**src/rtl/fcm_pkg.sv**
```systemverilog
/*
  Constants for the four-channel two-wire bus multiplexer control logic.
  Assumes a single system clock domain; the bus pins are sampled, not used as clocks.
*/
package fcm_pkg;
  // ==========================================================================
  // address and control byte layout
  // ==========================================================================
  localparam logic [3:0] ADDR_FIXED      = 4'hE;
  localparam int         ADDR_STRAP_W    = 3;
  localparam int         CTRL_EN_POS     = 2;
  localparam int         CTRL_SEL_HI_POS = 1;
  localparam int         CTRL_SEL_LO_POS = 0;
  localparam int         CTRL_IRQ_LSB    = 4;
  localparam logic [2:0] CTRL_RESET      = 3'h0;
  localparam logic [3:0] SEL_RESET       = 4'h0;
  localparam int         NUM_CHAN        = 4;
  // ==========================================================================
  // timing
  // ==========================================================================
  localparam int         CLK_HZ          = 50_000_000;
  localparam int         SCL_MAX_HZ      = 400_000;
  localparam int         SYNC_STAGES     = 2;
  // ==========================================================================
  // slave states
  // ==========================================================================
  typedef enum logic [2:0] {
    FCM_IDLE,
    FCM_ADDR,
    FCM_ADDR_ACK,
    FCM_WRITE,
    FCM_WRITE_ACK,
    FCM_READ,
    FCM_READ_ACK
  } fcm_state_t;
endpackage : fcm_pkg

```
**src/rtl/fcm_mux_ctrl.sv**
```systemverilog
/*
  Bus slave and channel control for a 1-of-4 two-wire bus multiplexer with interrupt combining.
  Assumes upstream clock/data pins arrive asynchronously and are oversampled by ref_clk;
  the analogue pass gates are outside and are steered by chan_select.
*/
// Overview of operation
// - at most one downstream channel connected, chosen by the control register
// - combined interrupt output is AND of the four channel interrupt inputs
// - channel interrupt inputs are active low; low means pending
// - reset clears registers and slave state, deselects every channel
// - address LSB 1 reads control register, 0 writes it
// - three strap inputs form the low address bits, up to eight devices
// - slave works from static clock up to 400 kHz
// - bit 2 low selects none; high enables channel given by bits 1:0
// - newly written selection connects only after a STOP condition
// - several bytes in one transfer keep only the last one
// - read returns pending interrupts in bits 7:4, channel 3 at bit 7
`timescale 1ns/100ps
module fcm_mux_ctrl #(
  parameter int NUM_CHAN = fcm_pkg::NUM_CHAN
) (
  input  wire logic       ref_clk,
  input  wire logic       rst,
  input  wire logic       scl_in,
  input  wire logic       sda_in,
  output logic            sda_out,
  output logic            sda_oe,
  input  wire logic       addr_strap_0,
  input  wire logic       addr_strap_1,
  input  wire logic       addr_strap_2,
  input  wire logic       chan0_irq_in_n,
  input  wire logic       chan1_irq_in_n,
  input  wire logic       chan2_irq_in_n,
  input  wire logic       chan3_irq_in_n,
  output logic            irq_out_n,
  output logic [3:0]      chan_select,
  output logic [2:0]      control_value
);
  if (NUM_CHAN != 4) begin : g_bad_chan
    $error("fcm_mux_ctrl: only four channels are supported");
  end
  if (fcm_pkg::CLK_HZ < 10 * fcm_pkg::SCL_MAX_HZ) begin : g_slow_clk
    $error("fcm_mux_ctrl: clock too slow to oversample");
  end

  // ==========================================================================
  // input synchronisation
  // ==========================================================================
  logic [8:0] raw_in;
  logic [8:0] sync_in;
  assign raw_in = {scl_in, sda_in, addr_strap_2, addr_strap_1, addr_strap_0,
                   chan3_irq_in_n, chan2_irq_in_n, chan1_irq_in_n, chan0_irq_in_n};

  fcm_sync #(.WIDTH(9), .RESET_VALUE(9'h1FF)) u_sync (
    .ref_clk  (ref_clk),
    .rst      (rst),
    .async_in (raw_in),
    .sync_out (sync_in)
  );

  wire       scl_s    = sync_in[8];
  wire       sda_s    = sync_in[7];
  wire [2:0] strap_s  = sync_in[6:4];
  wire [3:0] irq_n_s  = sync_in[3:0];

  // ==========================================================================
  // bus condition detection
  // ==========================================================================
  logic scl_d;
  logic sda_d;
  wire  scl_rise   = scl_s & ~scl_d;
  wire  scl_fall   = ~scl_s & scl_d;
  wire  start_seen = scl_s & scl_d & sda_d & ~sda_s;
  wire  stop_seen  = scl_s & scl_d & ~sda_d & sda_s;

  always_ff @(posedge ref_clk or posedge rst) begin
    if (rst) begin
      scl_d <= 1'b1;
      sda_d <= 1'b1;
    end else begin
      scl_d <= scl_s;
      sda_d <= sda_s;
    end
  end

  // ==========================================================================
  // slave state machine
  // ==========================================================================
  fcm_pkg::fcm_state_t state;
  fcm_pkg::fcm_state_t next_state;
  logic [7:0] shift;
  logic [2:0] bit_cnt;
  logic [2:0] ctrl_reg;
  logic       ctrl_dirty;
  logic [7:0] next_shift;
  logic [2:0] next_bit_cnt;
  logic [2:0] next_ctrl_reg;
  logic       next_ctrl_dirty;
  logic       next_sda_oe;

  wire [7:0] rx_byte   = {shift[6:0], sda_s};
  wire       addr_hit  = rx_byte[7:4] == fcm_pkg::ADDR_FIXED && rx_byte[3:1] == strap_s;
  wire [7:0] read_byte = {~irq_n_s, 1'b0, ctrl_reg};
  wire       byte_done = scl_rise & (bit_cnt == 3'h7);

  function automatic logic [3:0] fcm_decode(input logic [2:0] ctrl);
    fcm_decode = ctrl[fcm_pkg::CTRL_EN_POS] ?
      (4'h1 << {ctrl[fcm_pkg::CTRL_SEL_HI_POS], ctrl[fcm_pkg::CTRL_SEL_LO_POS]}) : 4'h0;
  endfunction : fcm_decode

  always_comb begin
    next_state      = state;
    next_shift      = shift;
    next_bit_cnt    = bit_cnt;
    next_ctrl_reg   = ctrl_reg;
    next_ctrl_dirty = ctrl_dirty;
    next_sda_oe     = sda_oe;
    if (start_seen) begin
      next_state   = fcm_pkg::FCM_ADDR;
      next_bit_cnt = 3'h0;
      next_sda_oe  = 1'b0;
    end else if (stop_seen) begin
      next_state      = fcm_pkg::FCM_IDLE;
      next_sda_oe     = 1'b0;
      next_ctrl_dirty = 1'b0;
    end else begin
      unique case (state)
        fcm_pkg::FCM_IDLE: begin
          next_sda_oe = 1'b0;
        end
        fcm_pkg::FCM_ADDR: begin
          if (scl_rise) begin
            next_shift   = rx_byte;
            next_bit_cnt = bit_cnt + 3'h1;
          end
          if (byte_done) begin
            next_state = addr_hit ? fcm_pkg::FCM_ADDR_ACK : fcm_pkg::FCM_IDLE;
          end
        end
        fcm_pkg::FCM_ADDR_ACK: begin
          if (scl_fall && !sda_oe) begin
            next_sda_oe = 1'b1;
          end else if (scl_fall && sda_oe) begin
            next_bit_cnt = 3'h0;
            next_shift   = read_byte;
            next_sda_oe  = shift[0] ? ~read_byte[7] : 1'b0;
            next_state   = shift[0] ? fcm_pkg::FCM_READ : fcm_pkg::FCM_WRITE;
          end
        end
        fcm_pkg::FCM_WRITE: begin
          if (scl_rise) begin
            next_shift   = rx_byte;
            next_bit_cnt = bit_cnt + 3'h1;
          end
          if (byte_done) begin
            next_ctrl_reg   = rx_byte[2:0];
            next_ctrl_dirty = 1'b1;
            next_state      = fcm_pkg::FCM_WRITE_ACK;
          end
        end
        fcm_pkg::FCM_WRITE_ACK: begin
          if (scl_fall && !sda_oe) begin
            next_sda_oe = 1'b1;
          end else if (scl_fall && sda_oe) begin
            next_sda_oe  = 1'b0;
            next_bit_cnt = 3'h0;
            next_state   = fcm_pkg::FCM_WRITE;
          end
        end
        fcm_pkg::FCM_READ: begin
          if (scl_rise) begin
            next_bit_cnt = bit_cnt + 3'h1;
          end
          if (scl_fall) begin
            next_shift  = {shift[6:0], 1'b0};
            next_sda_oe = (bit_cnt == 3'h0) ? 1'b0 : ~shift[6];
            if (bit_cnt == 3'h0) begin
              next_state = fcm_pkg::FCM_READ_ACK;
            end
          end
        end
        fcm_pkg::FCM_READ_ACK: begin
          // master nack ends the read; ack reloads the byte at the clock fall
          if (scl_rise && sda_s) begin
            next_state = fcm_pkg::FCM_IDLE;
          end else if (scl_fall) begin
            next_bit_cnt = 3'h0;
            next_shift   = read_byte;
            next_sda_oe  = ~read_byte[7];
            next_state   = fcm_pkg::FCM_READ;
          end
        end
        default: next_state = fcm_pkg::FCM_IDLE;
      endcase
    end
  end

  always_ff @(posedge ref_clk or posedge rst) begin
    if (rst) begin
      state      <= fcm_pkg::FCM_IDLE;
      shift      <= 8'h00;
      bit_cnt    <= 3'h0;
      ctrl_reg   <= fcm_pkg::CTRL_RESET;
      ctrl_dirty <= 1'b0;
      sda_oe     <= 1'b0;
    end else begin
      state      <= next_state;
      shift      <= next_shift;
      bit_cnt    <= next_bit_cnt;
      ctrl_reg   <= next_ctrl_reg;
      ctrl_dirty <= next_ctrl_dirty;
      sda_oe     <= next_sda_oe;
    end
  end

  // ==========================================================================
  // outputs
  // ==========================================================================
  always_ff @(posedge ref_clk or posedge rst) begin
    if (rst) begin
      chan_select   <= fcm_pkg::SEL_RESET;
      control_value <= fcm_pkg::CTRL_RESET;
      irq_out_n     <= 1'b1;
      sda_out       <= 1'b0;
    end else begin
      if (stop_seen && ctrl_dirty) begin
        chan_select <= fcm_decode(ctrl_reg);
      end
      control_value <= ctrl_reg;
      irq_out_n     <= &irq_n_s;
      sda_out       <= 1'b0;
    end
  end
endmodule : fcm_mux_ctrl

```
**src/rtl/fcm_sync.sv**
```systemverilog
/*
  Two-flip-flop synchroniser for a bundle of asynchronous levels.
  Assumes each bit is an independent level; no bus coherence is given.
*/
`timescale 1ns/100ps
module fcm_sync #(
  parameter int WIDTH = 1,
  parameter logic [WIDTH-1:0] RESET_VALUE = '1
) (
  input  wire logic             ref_clk,
  input  wire logic             rst,
  input  wire logic [WIDTH-1:0] async_in,
  output logic      [WIDTH-1:0] sync_out
);
  logic [WIDTH-1:0] stage1;

  if (WIDTH < 1) begin : g_bad_width
    $error("fcm_sync: WIDTH must be positive");
  end

  always_ff @(posedge ref_clk or posedge rst) begin
    if (rst) begin
      stage1   <= RESET_VALUE;
      sync_out <= RESET_VALUE;
    end else begin
      stage1   <= async_in;
      sync_out <= stage1;
    end
  end
endmodule : fcm_sync

```
**config.mk**
```make
export PLATFORM = sky130hd
export DESIGN_NAME = fcm_mux_ctrl
export DESIGN_NICKNAME = d
export VERILOG_FILES = /design/src/rtl/fcm_pkg.sv /design/src/rtl/fcm_mux_ctrl.sv /design/src/rtl/fcm_sync.sv
export SDC_FILE = /design/constraint.sdc
export NUM_CORES = 1
export LEC_CHECK = 0
export BUFFER_PORTS_ARGS = -buffer_cell sky130_fd_sc_hd__buf_2
export CORE_MARGIN = 5
export CORE_UTILIZATION = 62
export CTS_BUF_LIST = sky130_fd_sc_hd__clkbuf_16
export DETAILED_ROUTE_END_ITERATION = 10
export GPL_TIMING_DRIVEN = 0
export PLACE_DENSITY = 0.83
export SYNTH_ARGS = -nofsm -noshare
export SYNTH_HDL_FRONTEND = slang
export SYNTH_SLANG_ARGS = --single-unit
```
**constraint.sdc**
```tcl
create_clock -name ref_clk -period 4.7 [get_ports ref_clk]
set_input_delay 0.235 -clock ref_clk [delete_from_list [all_inputs] [get_ports ref_clk]]
set_output_delay 0.235 -clock ref_clk [all_outputs]
set_load 0.02 [all_outputs]
```
# ---- Word level (Yosys, flattened, before mapping)
# Index checks and enable logic that the tools add are counted.
dict set report totals {
  register_bits 46
  in_bits 11
  elab_cells 136
}
dict set report op_classes {
  add_sub_neg 1
  n_eq_ne 35
  shifts 1
  n_mux 46
  bitwise 17
  n_reduce_logical 23
}
# op count
set op_table {}
lappend op_table {{$mux 3} 20}
lappend op_table {{$mux 7} 6}
lappend op_table {{$ne 4x4->1 const B} 10}
lappend op_table {{$pmux 7 s4} 1}
lappend op_table {{$pmux 3 s7} 1}
lappend op_table {{$ne 5x5->1 const B} 3}
lappend op_table {{$mux 1} 14}
lappend op_table {{$eq 3x3->1 const B} 4}
lappend op_table {{$ne 2x2->1 const B} 6}
lappend op_table {{$ne 3x3->1 const B} 4}
lappend op_table {{$reduce_and 10->1} 1}
lappend op_table {{$pmux 3 s3} 1}
lappend op_table {{$reduce_and 9->1} 1}
lappend op_table {{$and 1x1->1} 8}
lappend op_table {{$not 1->1} 8}
lappend op_table {{$reduce_and 4->1} 2}
lappend op_table {{$reduce_bool 4->1} 2}
lappend op_table {{$reduce_and 7->1} 1}
lappend op_table {{$reduce_bool 7->1} 1}
lappend op_table {{$eq 3x2->1 const B} 2}
lappend op_table {{$logic_not 3->1} 2}
lappend op_table {{$ne 3x1->1 const B} 2}
lappend op_table {{$reduce_and 6->1} 1}
lappend op_table {{$logic_and 1x1->1} 5}
lappend op_table {{15 further kinds} 17}

# ---- Logic depth before layout (Yosys ltp)
dict set report logic_depth {
  word_depth 8
  mapped_depth 7
  depth_no_buf 7
}

# ---- Hierarchy
# From an unflattened synthesis, not the netlist that was laid out.
dict set report unflattened {
  cells_unflattened 187
  hier_area_um2 2120.8
}
# mod instances cells_per_inst area_each_um2 seq_area_each_um2
set modules_own_cells {}
lappend modules_own_cells {fcm_mux_ctrl 1 168 1644.1 704.4}
lappend modules_own_cells {fcm_sync 1 19 476.7 473.0}

# ---- Worst setup path before layout
# No wires, ideal clock.
dict set report synth_timing {
  path_kind {register to register}
  start {register bit_cnt[0]}
  end {register state[0]}
  setup_ns 0.065
  arrival_time_ns 1.720
  t_required_ns 4.635
  slack_ns 2.915
  stages_incl_launch_ff 8
  path_buffers 0
  synth_period_minus_slack_ns 1.785
  cell_sequence {dfrtp_1 -> ha_1 -> ha_1 -> and4b_1 -> or3_1 -> o2111a_2 -> a211oi_1 -> or3_1}
}
dict set report synth_between {
  elab_chain_len 4
  elab_cells_between_ends 7
}
# item line_no
set synth_rtl {}
lappend synth_rtl {{from (decl)} fcm_mux_ctrl.sv:92} ;# logic [2:0] bit_cnt;
lappend synth_rtl {{from (signal assigned)} fcm_mux_ctrl.sv:209} ;# bit_cnt <= next_bit_cnt;
lappend synth_rtl {{$eq 3x3->1} fcm_mux_ctrl.sv:104} ;# wire byte_done = scl_rise & (bit_cnt == 3'h7);
lappend synth_rtl {{$and 1x1->1} fcm_mux_ctrl.sv:104}
lappend synth_rtl {{$ne 4x4->1 (no line)} n/a}
lappend synth_rtl {{$reduce_and 10->1 (no line) *} n/a}
lappend synth_rtl {{to (signal assigned)} fcm_mux_ctrl.sv:200} ;# state <= fcm_pkg::FCM_IDLE;
lappend synth_rtl {{to (signal assigned)} fcm_mux_ctrl.sv:207} ;# state <= next_state;
lappend synth_rtl {{to (decl)} fcm_mux_ctrl.sv:89} ;# fcm_pkg::fcm_state_t state;
# Every way passes the cells marked *; elsewhere a longest branch is shown, timed or not.
# A chain may end at the register's enable or synchronous reset.

# ---- Worst setup path after layout
# Same ends and word-level chain as after synthesis.

==> metrics.md <==
| Metric | Value |
|---|---|
| GP Congestion | `about 0.87` |
| Maximum clock path buffer count | `2` |
| CP startpoint kind | `register` |
| H-tree depth | `2` |
| Post-DP HPWL | `about 2.6 mm` |
| Place WS | `between 2 and 3 ns` |
| Std-Cell Rows | `21` |
| Final Cell Area | `0.00236 sq mm` |
| Clk sink count | `46` |
| P per Cell Area | `422 mW/mm^2` |
| Post-layout util | `0.718` |
| Cts hold-fix bufs | `0` |
| Final ANT Viol Nets | `0` |
| CP required | `4.92 ns` |
| Synth top area share | `0.303` |
| Crit-path leading delay family | `simple AND/OR/NAND/NOR gates` |
| CTS clk-pin slew, worst paths | `0.06 ns` |
| RSZ-0062 raised after global routing | `no` |
| Mux cell area share after synthesis | `0.0800` |
| Peak supply drop | `0.361 mV` |
| Fin. Hold Viols | `0` |
| Metal2 WL | `2.12 mm` |
| Initial antenna violation count | `0` |
| Final min period | `1.95 ns` |
| Area grow syn2layout | `14.3%` |
| Post-synth top cells | `25 x dfrtp_1, 23 x nand2_1, 21 x dfstp_2` |
| M1 WL | `between 1.5 and 2 mm` |
| Die Span Y | `67.7 microns` |
| # resized after CTS | `0` |
| Worst slew margin | `0.401` |
| Final Worst Setup Slack | `2.75 ns` |
| XOR/XNOR Fraction of Synth Area | `0.0212` |
| Starting DRC count in detailed routing | `slightly below 80` |
| Predominant post-synthesis flop cell | `dfrtp_1` |
| Synth area leader | `dfrtp_1` |
| Clock root cell | `clkbuf_16` |
| Placed cell areas | `0.00222 sq mm` |
| Die area | `0.00458 sq mm` |
| Largest net degree at the start of global routing | `47` |
| Post-Synth Adder-Cell Area | `0.0182` |
| Simple-Gate Fraction of Synth Area | `0.139` |
| DR vias | `1,376` |
| Cell count after synthesis | `between 150 and 200` |
| Register area share after synthesis | `0.571` |
| Vias in the first global route | `1,440` |
| Compound-Gate Fraction of Synth Area | `0.116` |
| Worst-path cell chain | `ha_1 > ha_1 > and4b_1 > or3_1 > o2111a_2 > a211oi_1 > or3_1` |
| GRT overflow | `0` |
| Ys async rst share | `1.00` |
| TritonCTS buffer count | `5` |
| Static Leak | `1.10 nW` |
| Most common cell in the netlist | `dfrtp_1` |
| Number of remaining DRC errors | `0` |
| Routed WL per cell | `about 16 microns` |
| Status | `finished, final reports clean` |
| Mean area per synthesized cell | `between 10 and 15 sq um` |
| Worst Path Arrival | `approximately 2.2 ns` |
| Final wirelength | `between 3 and 4 mm` |
| Fmax | `514 MHz` |
| Syn_nets | `187` |
| Max incr delay on CP | `0.41 ns` |
| Setup_tns | `0 ns` |
| DR WL met3 | `165 microns` |
| Post-route clock skew | `around 0.004 ns` |
| Worst slew pin tran | `0.897 ns` |
| Crit path buffers/inverters | `0` |
| GRT Total Usage | `0.203` |
| Final period utilization | `0.414` |
| Core region area | `between 0.003 and 0.004 sq mm` |
| N_diodes | `0` |
| Nets | `213` |
| Total power | `0.996 mW` |
| Layout cell share with drive strength beyond 1 | `0.360` |
| Slowest stage cell, crit path | `dfrtp_1` |
| Regs by FF count | `u_sync.stage1 (9), u_sync.sync_out (9), shift (7)` |
| Avg Vias per Cell | `5.59` |
| Clk_lat worst skew | `0.28 ns` |
| Setup violators final | `0` |
| Post-synthesis register bit count | `46` |
| Critical path type | `register to register` |
| Drt first pass iters | `6` |
| Post-CTS setup buffer count | `0` |
| Mapped Area | `0.00206 sq mm` |
| First-pass GRT wire length | `6.77 mm` |
| Die width | `67.7 microns` |
| Placed Cells | `238` |
| Hold Slack | `0.0483 ns` |
| Critical Path Fanout Max | `5` |
| Max cap viols | `0` |
| YS warnings | `0` |
| Ranking of synthesized cells by area | `dfrtp_1 30%, dfstp_2 27%, mux2_4 4.4%, nand2_1 4.2%, o21ai_0 2.7%` |
| Post-Layout Cell Count | `246` |
| PortBufs | `19` |
| IO Pins | `21` |
| Hold Path Class | `primary input to register` |
| CTS tree | `built` |
| DR top layer | `met4` |
| Initial core utilization | `0.628` |
| Post-synth EDFFs | `0` |
| Slew Limit Fails | `0` |
| Crit end category | `register` |
| Main combinational cell family by area after synthesis | `simple AND/OR/NAND/NOR gates` |
| Count of cell types in the netlist | `50` |
-- power by group --
part           leakage [nW]  total (mW)  switching [mW]  internal, mW
Clock                0.0750       0.335           0.140         0.195
Combinational         0.461       0.173          0.0839        0.0893
Sequential            0.559       0.488          0.0418         0.447
-- layer usage --
layer	vias up	global-route usage
met2	26	0.343
met4	0	0.0684
met5	-	0
met1	695	0.250
li1	653	-
met3	2	0.0549
-- area by class of cell --
type,count,area [sq um]
clock buffers,5,125
fillers,224,926
well taps,46,57.6
clock inverters,3,17.5
plain buffers,8,81.3
multi-input cells,112,778
repair buffers,19,95.1
inverters,7,26.3
flip-flops and latches,46,1180
-- cells by family after synthesis --
family / Yosys count
buffers and inverters: 15
DFF: 46
AOI/OAI and AO/OA: 36
xor gates and xnor gates: 5
adders and majority gates: 3
other: 1
and+or+nand+nor: 54
muxes: 13
-- cells in the final DEF, fill, tap and decap left out, drive strengths merged, types with 3 or more instances in the layout --
cell type	n
nand3	3
or3	3
mux2i	3
buf	25
ha	3
nand2	23
mux2	10
o21ai	12
inv	8
nand2b	3
dfstp	21
nand3b	4
dfrtp	25
clkbuf	7
nor2	7
xor2	3
a21oi	8
-- final timing paths --
path / cells after the start / slack [ns] / end / start
worst max-delay path: 7 / 2.75 / state[0] / bit_cnt[0]
worst max register to register: 7 / 2.75 / state[0] / bit_cnt[0]
max in group asynchronous: 2 / 3.99 / bit_cnt[2] / rst
worst min-delay path: 1 / 0.05 / u_sync.stage1[7] / sda_in
worst min register to register: 0 / 0.35 / u_sync.sync_out[3] / u_sync.stage1[3]
min in group asynchronous: 2 / 0.16 / chan_select[1] / rst
-- worst reg2reg max path: stages, from the launching register on --
cell and delay [ns]:
dfrtp_1 0.41, ha_1 0.22, ha_1 0.20, and4b_1 0.17, or3_1 0.34, o2111a_2 0.20, a211oi_1 0.22, or3_1 0.13
(Power assumes the default switching activity.)
